===== src/rtl/sfa_pkg.sv =====
// Shared constants for the serial flash command framing block.
// Assumes both ends run on one 20 MHz system clock.
`default_nettype none
package sfa_pkg;
  localparam int unsigned CLK_MHZ            = 20;
  localparam int unsigned SELECT_DELAY_MS    = 1;   // power_to_select_delay
  localparam int unsigned WRITE_DELAY_MS     = 20;  // power_to_write_delay
  localparam int unsigned SELECT_DELAY_CYC   = SELECT_DELAY_MS * 1000 * CLK_MHZ;
  localparam int unsigned WRITE_DELAY_CYC    = WRITE_DELAY_MS * 1000 * CLK_MHZ;
  localparam int unsigned SCK_HALF_CYC       = 4;   // Host clock divider half period
  localparam int unsigned ADDR_BYTES         = 3;
  localparam int unsigned PAGE_LSB           = 9;
  localparam int unsigned PAGE_W             = 9;
  localparam int unsigned OFS_W              = 9;
  localparam int unsigned PAGE_HI_LSB        = 4;
  // Opcodes
  localparam logic [7:0] OP_RD_PAGE   = 8'h03;
  localparam logic [7:0] OP_RD_FAST   = 8'h0B;
  localparam logic [7:0] OP_BLK_ERASE = 8'h50;
  localparam logic [7:0] OP_XFER      = 8'h53;
  localparam logic [7:0] OP_REWRITE   = 8'h58;
  localparam logic [7:0] OP_COMPARE   = 8'h60;
  localparam logic [7:0] OP_SEC_RD    = 8'h77;
  localparam logic [7:0] OP_CHIP_ER   = 8'h7C;
  localparam logic [7:0] OP_PG_ERASE  = 8'h81;
  localparam logic [7:0] OP_PROG_BUF  = 8'h82;
  localparam logic [7:0] OP_PROG_ERS  = 8'h83;
  localparam logic [7:0] OP_BUF_WR    = 8'h84;
  localparam logic [7:0] OP_PROG_NOE  = 8'h88;
  localparam logic [7:0] OP_ID_RD     = 8'h9F;
  localparam logic [7:0] OP_DEEP_PD   = 8'hB9;
  localparam logic [7:0] OP_RESUME    = 8'hAB;
  localparam logic [7:0] OP_BUF_RD_LO = 8'hD1;
  localparam logic [7:0] OP_RD_LEGACY = 8'hD2;
  localparam logic [7:0] OP_BUF_RD    = 8'hD4;
  localparam logic [7:0] OP_STAT_RD   = 8'hD7;
  localparam logic [7:0] OP_CONT_RD   = 8'hE8;
  // Address usage classes
  typedef enum logic [2:0] {
    USE_NONE    = 3'h0,
    USE_FULL    = 3'h1,
    USE_PAGE    = 3'h2,
    USE_PAGE_HI = 3'h3,
    USE_OFS     = 3'h4,
    USE_IGNORE  = 3'h5,
    USE_UNKNOWN = 3'h6
  } sfa_use_type;
  // Address usage of an opcode
  function automatic sfa_use_type sfa_use(input logic [7:0] op);
    case (op)
      OP_RD_PAGE, OP_RD_FAST, OP_PROG_BUF, OP_RD_LEGACY, OP_CONT_RD: sfa_use = USE_FULL;
      OP_XFER, OP_REWRITE, OP_COMPARE, OP_PG_ERASE, OP_PROG_ERS, OP_PROG_NOE:
        sfa_use = USE_PAGE;
      OP_BLK_ERASE: sfa_use = USE_PAGE_HI;
      OP_BUF_WR, OP_BUF_RD_LO, OP_BUF_RD: sfa_use = USE_OFS;
      OP_SEC_RD, OP_CHIP_ER: sfa_use = USE_IGNORE;
      OP_ID_RD, OP_DEEP_PD, OP_RESUME, OP_STAT_RD: sfa_use = USE_NONE;
      default: sfa_use = USE_UNKNOWN;
    endcase
  endfunction
  // Dummy bytes after the address
  function automatic logic [2:0] sfa_dummies(input logic [7:0] op);
    case (op)
      OP_RD_FAST, OP_BUF_RD: sfa_dummies = 3'h1;
      OP_RD_LEGACY, OP_CONT_RD: sfa_dummies = 3'h4;
      default: sfa_dummies = 3'h0;
    endcase
  endfunction
endpackage
`default_nettype wire


===== src/rtl/sfa_link_if.sv =====
// Serial link between host controller and flash framing end.
// Output pin of the flash is modelled as data plus active-low enable.
`default_nettype none
interface sfa_link_if;
  logic cs_n;      // Chip select, active low
  logic sck;       // Serial clock from host
  logic si;        // Host to flash data
  logic so;        // Flash to host data
  logic so_oe_n;   // Low while flash drives so
  modport host  (output cs_n, output sck, output si, input so, input so_oe_n);
  modport flash (input cs_n, input sck, input si, output so, output so_oe_n);
endinterface
`default_nettype wire


===== src/rtl/sfa_flash_end.sv =====
// Flash side command framer: opcode, address split, dummy bytes, power-up.
// Assumes link pins are asynchronous to clock; resetn stands for internal POR.
//
// Contract
// - Three address bytes: 6 reserved, page, offset
// - Page-only opcodes ignore offset; 50h uses page top
// - Buffer opcodes ignore page; 77h,7Ch ignore all
// - Dummy bytes 1 or 4; some opcodes unaddressed
// - Default clock mode 3 after reset
// - Output high impedance after reset
// - Chip select fall required before decoding
// - Sample idle clock at select fall for mode
// - Ignore everything during power-on reset
// - Host waits 1 ms before select
// - Host waits 20 ms before writes
// - Enter standby, not deep power-down
// - 53h copy, 60h compare, 58h rewrite
// - ABh resumes, B9h enters deep power-down
`default_nettype none
module sfa_flash_end
  import sfa_pkg::*;
(
  input  wire logic              clock,        // System clock
  input  wire logic              resetn,       // Sync reset, power-on reset
  input  wire logic              clk_en,       // Freezes all state when low
  sfa_link_if.flash              link,         // Serial link
  output logic                   cmd_valid,    // Command framed, one pulse
  output logic [7:0]             cmd_op,       // Opcode
  output logic [PAGE_W-1:0]      cmd_page,     // Page field used
  output logic [OFS_W-1:0]       cmd_ofs,      // Offset field used
  output logic                   cmd_mode3,    // Mode of this transaction
  output logic                   deep_pd,      // In deep power-down
  output logic [1:0]             buf_action    // 1 copy, 2 compare, 3 rewrite
);
  typedef enum logic [1:0] {
    ST_IDLE  = 2'h0,
    ST_OP    = 2'h1,
    ST_ADDR  = 2'h2,
    ST_DUMMY = 2'h3
  } sfa_fst_type;

  // Two-stage synchronisers for pins
  logic [2:0] s1_ff, s2_ff;
  logic cs_d_ff, sck_d_ff;
  always_ff @(posedge clock)
    if (!resetn)
    begin
      // Keep tracking pins in reset: a select held low through reset is no fall
      s1_ff    <= {link.cs_n, link.sck, link.si};
      s2_ff    <= s1_ff;
      cs_d_ff  <= s2_ff[2];
      sck_d_ff <= s2_ff[1];
    end
    else if (clk_en)
    begin
      s1_ff    <= {link.cs_n, link.sck, link.si};
      s2_ff    <= s1_ff;
      cs_d_ff  <= s2_ff[2];
      sck_d_ff <= s2_ff[1];
    end

  wire cs_n_s  = s2_ff[2];
  wire sck_s   = s2_ff[1];
  wire si_s    = s2_ff[0];
  wire cs_fall = cs_d_ff && !cs_n_s;
  wire sck_r   = !sck_d_ff && sck_s;                 // Sample edge, modes 0 and 3

  sfa_fst_type st_ff, nxt_st;
  logic [7:0]  sh_ff;
  logic [2:0]  bit_ff;
  logic [2:0]  byte_ff;
  logic [7:0]  op_ff;
  logic [23:0] addr_ff;
  logic        mode3_ff;
  logic        dpd_ff;
  logic        valid_ff;
  logic [1:0]  act_ff;
  logic [PAGE_W-1:0] page_ff;
  logic [OFS_W-1:0]  ofs_ff;

  wire [7:0]   byte_in  = {sh_ff[6:0], si_s};         // MSB first
  wire         byte_end = sck_r && bit_ff == 3'h7;
  wire [23:0]  addr_in  = {addr_ff[15:0], byte_in};
  sfa_use_type use_w;
  assign use_w = sfa_use(op_ff);
  wire [2:0]   dum_w    = sfa_dummies(op_ff);
  wire [PAGE_W-1:0] pg_w = addr_in[PAGE_LSB +: PAGE_W];   // Reserved top 6 dropped
  wire [OFS_W-1:0]  of_w = addr_in[OFS_W-1:0];
  wire op_addr = sfa_use(byte_in) != USE_NONE && sfa_use(byte_in) != USE_UNKNOWN;
  wire finish_addr = st_ff == ST_ADDR && byte_end && byte_ff == 3'(ADDR_BYTES - 1);
  wire finish_dum  = st_ff == ST_DUMMY && byte_end && byte_ff == dum_w - 3'h1;
  wire finish_op   = st_ff == ST_OP && byte_end && sfa_use(byte_in) == USE_NONE;
  // Deep power-down only listens for resume
  wire op_ok = !dpd_ff || byte_in == OP_RESUME;

  // Next state of the framer
  always_comb
  begin
    nxt_st = st_ff;
    case (st_ff)
      ST_IDLE:  if (cs_fall) nxt_st = ST_OP;
      ST_OP:    if (byte_end) nxt_st = (op_addr && op_ok) ? ST_ADDR : ST_IDLE;
      ST_ADDR:  if (finish_addr) nxt_st = (dum_w != 3'h0) ? ST_DUMMY : ST_IDLE;
      ST_DUMMY: if (finish_dum) nxt_st = ST_IDLE;
      default:  nxt_st = ST_IDLE;
    endcase
    if (cs_n_s) nxt_st = ST_IDLE;                     // Deselect aborts frame
  end

  // Shift, count and capture; reset forces idle and ignores commands
  always_ff @(posedge clock)
    if (!resetn)
    begin
      st_ff <= ST_IDLE;
      sh_ff <= 8'h00;
      bit_ff <= 3'h0;
      byte_ff <= 3'h0;
      op_ff <= 8'h00;
      addr_ff <= 24'h000000;
    end
    else if (clk_en)
    begin
      st_ff <= nxt_st;
      if (st_ff == ST_IDLE || cs_n_s)
      begin
        bit_ff  <= 3'h0;
        byte_ff <= 3'h0;
      end
      else if (sck_r)
      begin
        sh_ff  <= byte_in;
        bit_ff <= bit_ff + 3'h1;
        if (byte_end && st_ff != ST_OP && !finish_addr)
          byte_ff <= byte_ff + 3'h1;
        else if (finish_addr)
          byte_ff <= 3'h0;
        if (byte_end && st_ff == ST_OP)
          op_ff <= byte_in;
        if (byte_end && st_ff == ST_ADDR)
          addr_ff <= addr_in;
      end
    end

  // Mode capture, power state and command report
  always_ff @(posedge clock)
    if (!resetn)
    begin
      mode3_ff <= 1'h1;
      dpd_ff   <= 1'h0;                               // Standby after power-up
      valid_ff <= 1'h0;
      act_ff   <= 2'h0;
      page_ff  <= '0;
      ofs_ff   <= '0;
    end
    else if (clk_en)
    begin
      valid_ff <= 1'h0;
      if (cs_fall)
        mode3_ff <= sck_s;                            // Idle level picks mode
      if (finish_op && op_ok)
      begin
        valid_ff <= 1'h1;
        page_ff  <= '0;
        ofs_ff   <= '0;
        act_ff   <= 2'h0;
        if (byte_in == OP_DEEP_PD) dpd_ff <= 1'h1;
        if (byte_in == OP_RESUME)  dpd_ff <= 1'h0;
      end
      if (finish_addr)
      begin
        valid_ff <= 1'h1;
        page_ff  <= (use_w == USE_FULL || use_w == USE_PAGE) ? pg_w :
                    (use_w == USE_PAGE_HI) ? {pg_w[PAGE_W-1:PAGE_HI_LSB], 4'h0} : '0;
        ofs_ff   <= (use_w == USE_FULL || use_w == USE_OFS) ? of_w : '0;
        act_ff   <= (op_ff == OP_XFER) ? 2'h1 :
                    (op_ff == OP_COMPARE) ? 2'h2 :
                    (op_ff == OP_REWRITE) ? 2'h3 : 2'h0;
      end
    end

  assign cmd_valid  = valid_ff;
  assign cmd_op     = op_ff;
  assign cmd_page   = page_ff;
  assign cmd_ofs    = ofs_ff;
  assign cmd_mode3  = mode3_ff;
  assign deep_pd    = dpd_ff;
  assign buf_action = act_ff;
  // Framing only: no read data, so the output stays released
  assign link.so      = 1'h0;
  assign link.so_oe_n = 1'h1;
endmodule
`default_nettype wire


===== src/flat_wrapper.sv =====
// flat-port wrapper written by rule: the top's interface ports become plain ports
module sfa_flash_end_flat import sfa_pkg::*;
  (clock, resetn, clk_en, cmd_valid, cmd_op, cmd_page, cmd_ofs, cmd_mode3, deep_pd, buf_action, link_cs_n, link_sck, link_si, link_so, link_so_oe_n);
  sfa_link_if link_i ();
  input  wire logic clock;
  input  wire logic resetn;
  input  wire logic clk_en;
  output logic cmd_valid;
  output logic [7:0] cmd_op;
  output logic [PAGE_W-1:0] cmd_page;
  output logic [OFS_W-1:0] cmd_ofs;
  output logic cmd_mode3;
  output logic deep_pd;
  output logic [1:0] buf_action;
  input wire logic [$bits(link_i.cs_n)-1:0] link_cs_n;
  input wire logic [$bits(link_i.sck)-1:0] link_sck;
  input wire logic [$bits(link_i.si)-1:0] link_si;
  output wire logic [$bits(link_i.so)-1:0] link_so;
  output wire logic [$bits(link_i.so_oe_n)-1:0] link_so_oe_n;
  assign link_i.cs_n = link_cs_n;
  assign link_i.sck = link_sck;
  assign link_i.si = link_si;
  assign link_so = link_i.so;
  assign link_so_oe_n = link_i.so_oe_n;
  sfa_flash_end u_core (.clock(clock), .resetn(resetn), .clk_en(clk_en), .link(link_i), .cmd_valid(cmd_valid), .cmd_op(cmd_op), .cmd_page(cmd_page), .cmd_ofs(cmd_ofs), .cmd_mode3(cmd_mode3), .deep_pd(deep_pd), .buf_action(buf_action));
endmodule

===== config.mk =====
export PLATFORM = sky130hd
export DESIGN_NAME = sfa_flash_end_flat
export DESIGN_NICKNAME = d
export VERILOG_FILES = /design/src/rtl/sfa_pkg.sv /design/src/rtl/sfa_link_if.sv /design/src/rtl/sfa_flash_end.sv /design/src/flat_wrapper.sv
export SDC_FILE = /design/constraint.sdc
export NUM_CORES = 1
export LEC_CHECK = 0
export BUFFER_PORTS_ARGS = -buffer_cell sky130_fd_sc_hd__buf_2
export CELL_PAD_IN_SITES_DETAIL_PLACEMENT = 1
export CELL_PAD_IN_SITES_GLOBAL_PLACEMENT = 1
export CORE_MARGIN = 4
export CORE_UTILIZATION = 48
export CTS_CLUSTER_SIZE = 40
export DETAILED_ROUTE_END_ITERATION = 16
export PLACE_DENSITY = 0.85
export SYNTH_ARGS = -nofsm -noshare
export SYNTH_HDL_FRONTEND = slang
export SYNTH_SLANG_ARGS = --single-unit

===== constraint.sdc =====
create_clock -name clock -period 4.3 [get_ports clock]
set_clock_uncertainty 0.05 [all_clocks]
set_input_delay 0 -clock clock [delete_from_list [all_inputs] [get_ports clock]]
set_output_delay 0 -clock clock [all_outputs]
set_load 0.02 [all_outputs]

# Word level (Yosys, flattened, before mapping)
# Index checks and enable logic that the tools add are counted.
[totals]
output_inout_bits = 33
ff_bits = 64
input_bits = 6
wordCells = 170
[classes]
add_sub_neg = 3
eq_ne = 59
bitwise = 1
reduce_logical = 51
n_mux = 40
[op_table]
columns = ["operator", "n"]
rows = [
  ["$eq 8x8->1 const B", 26],
  ["$eq 8x7->1 const B", 12],
  ["$mux 9", 6],
  ["$pmux 3 s6", 2],
  ["$mux 3", 10],
  ["$mux 2", 12],
  ["$eq 8x2->1 const B", 2],
  ["$eq 8x4->1 const B", 2],
  ["$logic_and 1x1->1", 14],
  ["$ne 3x1->1 const B", 4],
  ["$reduce_or 6->1", 2],
  ["$reduce_or 5->1", 2],
  ["$eq 3x2->1 const B", 3],
  ["$reduce_and 3->1", 3],
  ["$reduce_bool 3->1", 3],
  ["$mux 1", 8],
  ["$pmux 2 s4", 1],
  ["$reduce_and 4->1", 2],
  ["$reduce_or 2->1", 4],
  ["$reduce_or 4->1", 2],
  ["$add 3x1->3 const B", 2],
  ["$eq 3x3->1 const B", 2],
  ["$pmux 3 s2", 1],
  ["$reduce_and 2->1", 3],
  ["15 further kinds", 26],
]

# Depth between registers and ports, before layout
[logic_depth]
ltp_word = 10
mapped_depth = 12

# Worst setup path after synthesis
# No wires, ideal clock.
[synth_path]
path_kind = "reg2reg"
start = "reg u_core.op_ff[0], in the netlist u_core.cmd_op[0]"
end = "reg u_core.st_ff[1]"
n_path_buf = 1
path_slack_ps = 1331
setup_ps = 79
period_less_slack_ps = 2969
arrival_ps = 2841
path_stages_with_launch = 12
path_cell_list = "dfxtp_1 -> buf_6 -> or3b_1 -> or4_4 -> and2_1 -> ha_1 -> xor2_1 -> nand3_1 -> a211oi_1 -> a211oi_2 -> or2_1 -> o211ai_1"
[synth_between]
elab_chain_len = 8
word_cells_on_any_way = 17
classes_between = "1 x add/sub; 6 x eq/ne; 5 x mux; 5 x reduce/logical"
[synth_lines]
columns = ["element", "line", "text"]
rows = [
  ["from (decl)", "sfa_flash_end.sv:72", "logic [7:0] op_ff;"],
  ["from (signal assigned)", "sfa_flash_end.sv:138", "op_ff <= byte_in;"],
  ["$eq 8x8->1 or $eq 8x4->1 (tied branches)", "sfa_pkg.sv:63", "case (op)"],
  ["$reduce_or 2->1", "sfa_pkg.sv:63", ""],
  ["$pmux 3 s2 (*)", "sfa_pkg.sv:63", ""],
  ["$sub 3x1->3 or $reduce_bool 3->1 (tied branches)", "sfa_flash_end.sv:91, sfa_flash_end.sv:103", ""],
  ["$eq 3x3->1 or $mux 2 (tied branches)", "sfa_flash_end.sv:91, sfa_flash_end.sv:103", ""],
  ["$logic_and 1x1->1 or $mux 2 (tied branches)", "sfa_flash_end.sv:91, sfa_flash_end.sv:103", ""],
  ["$ne 3x1->1 (no line) or $pmux 2 s4 (tied branches)", "--", ""],
  ["$reduce_and 5->1 (no line) or $mux 2 (tied branches)", "--", ""],
  ["to (signal assigned)", "sfa_flash_end.sv:123", "st_ff <= nxt_st;"],
  ["to (decl)", "sfa_flash_end.sv:68", "sfa_fst_type st_ff, nxt_st;"],
]
# Mark *: on every way between the ends. The rest lies on a longest branch, timed or not. The select of a mux whose other input is x is not followed.
# A chain may end at the register's enable or synchronous reset.

# Worst setup path after layout
# Same ends and word-level chain as after synthesis.

==> results.yml <==
global_routing:
  grt_max_degree: 38
  grt_pass1_vias: 2915
  grt-ovfl-total: 0
  grtUsageTotal_pct: 22.2
  grt_first_pass_wirelength_mm: 14.8
  antenna_found_initial: 0
detailed_routing:
  antenna_left: 0
  first_iter_violations: 175
  wl_mm: 8.60
  wl_per_cell_microns: 19.1
  vias: 2699
  route.detailed.drc: 0
  first_pass_iters: 4
  via_per_inst: 6.01
min_path:
  hp-class: "input pin to flip-flop"
  worstHoldPathCells: 2
  min_from: "link_cs_n"
  min_to: "u_core.s1_ff[2]"
finish:
  fillCellCount: 740
  antenna_cells: 0
  final_layout_size_suffix_gt1_share_pct: 17.5
  nNetsFinal: 378
  regArea_sq_um: 1360
  area_growth_pct: 12.9
  multi_input_area_sq_um: 1730
  finalNonFillerCells: 449
  final_cell_area_sq_um: 3650
synthesis:
  synth.yosys.seq_area_share_pct: 42.1
  post_synth_most_frequent_cells: "dfxtp_1, nor2_1, mux2i_1, clkbuf_1, a22o_1"
  synth.most_common_cell: "dfxtp_1"
  synth_edf_count: 8
  async_flop_share_pct: 0
  synth_top_area_share_pct: 34.6
  ys_top_cells_by_area: "dfxtp_1, mux2i_1, edfxtp_1"
  ys_types: 65
  synth-warning-count: 0
  synth-seq-cells: 64
  syn_nets: 356
  netlist_area_sq_um: 3240
  synth_area_per_cell_sq_um: 9.38
  synth_cells: 345
  yosys.area.top_type: "dfxtp_1"
  ys.flop_type: "dfxtp_1"
die:
  dieArea_sq_um: 8120
  die-height_microns: 90.1
  num_rows: 29
  core_sq_um: 6460
  ios: 39
  start_util_pct: 50.1
  die_w_microns: 90.1
placed_design:
  gp_congestion: 0.770
  hpwl_mm: 5.53
  portBuffers: 36
  placed_area_sq_um: 3380
  dp.cells: 428
sta:
  layout_min_cycle_time_ps: 3150
  fin_crit_sh_pct: 73.2
  tns_ps: 0
  hold_viol: 0
  slew_headroom_pct: 49.9
  setup_viol: 0
  max_freq_mhz: 318
  rsz0062_at_grt: "false"
  finalMaxSlewViolations: 0
  tightest_slew_ps: 745
setup_path:
  cp_max_fo: 14
  worstSetupPathType: "flip-flop to flip-flop"
  r2r_start: "u_core.cmd_op[0]"
  arrival_ps: 3380
  required_ps: 4530
  reg2reg_slack_ps: 1150
  cp-start-kind: "flip-flop"
  reg2reg_depth: 10
  cp-end-kind: "flip-flop"
  regToRegEndpoint: "u_core.st_ff[1]"
cts:
  root_buffer: "clkbuf_8"
  cts_tree: "done"
  htreeDepth: 3
  insertion_delay_ps: 350
  clk_pin_slew_ps: 80
  cts_buffers: 9
  cts.path.max_buffers: 2
  cts_sinks: 64
  cts_setup_buffers: 0
power_and_ir_drop:
  p_leak_uw: 0.00149
  peakVddDrop_uv: 253
  p_per_area_nw_per_um2: 347
job:
  cap_violations: 0
run_status:
  status: "completed"
power breakdown:
| group | total (uW) | leakage (uW) | internal [uW] | switching, uW |
|---|---|---|---|---|
| clock network | 599 | 0.000115 | 333 | 266 |
| registers | 627 | 0.000533 | 615 | 12.3 |
| logic | 42.6 | 0.000839 | 15.8 | 26.8 |
| total | 1270 | 0.00149 | 963 | 305 |
critical path: stages, from the launching register on:
cell,delay (ps)
dfxtp_1,590
or3b_1,410
or4_4,500
and2_1,160
ha_1,280
xor2_1,210
nand3_1,100
a211oi_1,290
a211oi_2,100
or2_1,220
o211ai_1,160
cell usage in the layout, fill, tap and decap left out, types with 4 or more instances in the layout:
cell type       n
nand3_1         6
edfxtp_1        8
clkbuf_8        9
a211oi_1        4
or3b_2          4
nor3b_1         5
o21ai_0         4
a22o_1         18
nand3b_1        6
nand2b_1        6
nor3_1          4
nor4_1          5
buf_2          36
nand4b_1        6
nor2b_1         6
nor2_1         48
a21oi_1        10
and2_1          4
dlygate4sd3_1   5
dfxtp_1        56
mux2i_1        26
nor4b_1         5
nand2_1        13
ha_1            5
stage by stage:
stage          power [uW]  hold slack, ps  utilization, %  setup WS (ps)
4_1_cts              1270             303            56.6           1190
6_report             1270             310            56.6           1150
2_1_floorplan         667            21.8               -           1330
3_3_place_gp          678             126            52.3           1320
3_5_place_dp          680             129            52.3           1220
5_1_grt              1300             316            56.6            974
worst max path at each step:
| stage | cells after the start | endpoint | from | slack (ps) |
|---|---|---|---|---|
| floorplan | 11 | u_core.st_ff[1] | u_core.cmd_op[0] | 1330 |
| global placement | 10 | u_core.st_ff[1] | u_core.cmd_op[0] | 1320 |
| detailed placement | 10 | u_core.st_ff[1] | u_core.cmd_op[0] | 1220 |
| CTS | 10 | u_core.st_ff[1] | u_core.cmd_op[0] | 1190 |
| global route | 10 | u_core.st_ff[1] | u_core.cmd_op[0] | 970 |
| finish | 10 | u_core.st_ff[1] | u_core.cmd_op[0] | 1150 |
cell type report:
cell class / count / area share, %
multi-input cells: 247 / 47.2
flip-flops and latches: 64 / 37.3
repair buffers: 41 / 6.30
clock buffers: 9 / 3.39
clock inverters: 7 / 2.77
well taps: 77 / 2.64
inverters: 4 / 0.411
kinds of logic (layout without fill, tap and decap cells):
family / count (synthesis) / in the layout / synth area share, %
AO/OA/AOI/OAI: 65 / 65 / 15.6
XOR/XNOR: 5 / 5 / 1.35
adder cells (fa/ha/maj): 5 / 5 / 1.93
buffers and inverters: 34 / 61 / 4.64
flip-flops: 64 / 64 / 42.1
multiplexers: 27 / 27 / 8.39
other: 2 / 2 / 0.232
AND/OR/NAND/NOR: 143 / 143 / 25.8
registers in the layout, indices dropped and copies added, names as in the netlist:
register,count
u_core.st_ff,2
u_core.cmd_valid,1
u_core.s2_ff,3
u_core.cmd_mode3,1
u_core.addr_ff,10
u_core.buf_action,2
u_core.cs_d_ff,1
u_core.cmd_op,8
u_core.cmd_page,9
u_core.sh_ff,7
u_core.s1_ff,3
u_core.byte_ff,3
u_core.cmd_ofs,9
u_core.deep_pd,1
u_core.sck_d_ff,1
u_core.bit_ff,3
repair_timing:
item / in CTS / in global routing
hold buffers: 5 / 0
endpoints found under the hold margin: 7 / 0
resized for setup: 0 / 0
metal layers:
layer / vias to the layer above / wire length, microns / GRT usage (%)
met3: 9 / 232 / 4.59
met4: 0 / 106 / 5.99
met2: 43 / 4510 / 39.4
met1: 1338 / 3750 / 27.1
li1: 1309 / - / -
met5: - / 0 / 0
(Power assumes the default switching activity.)
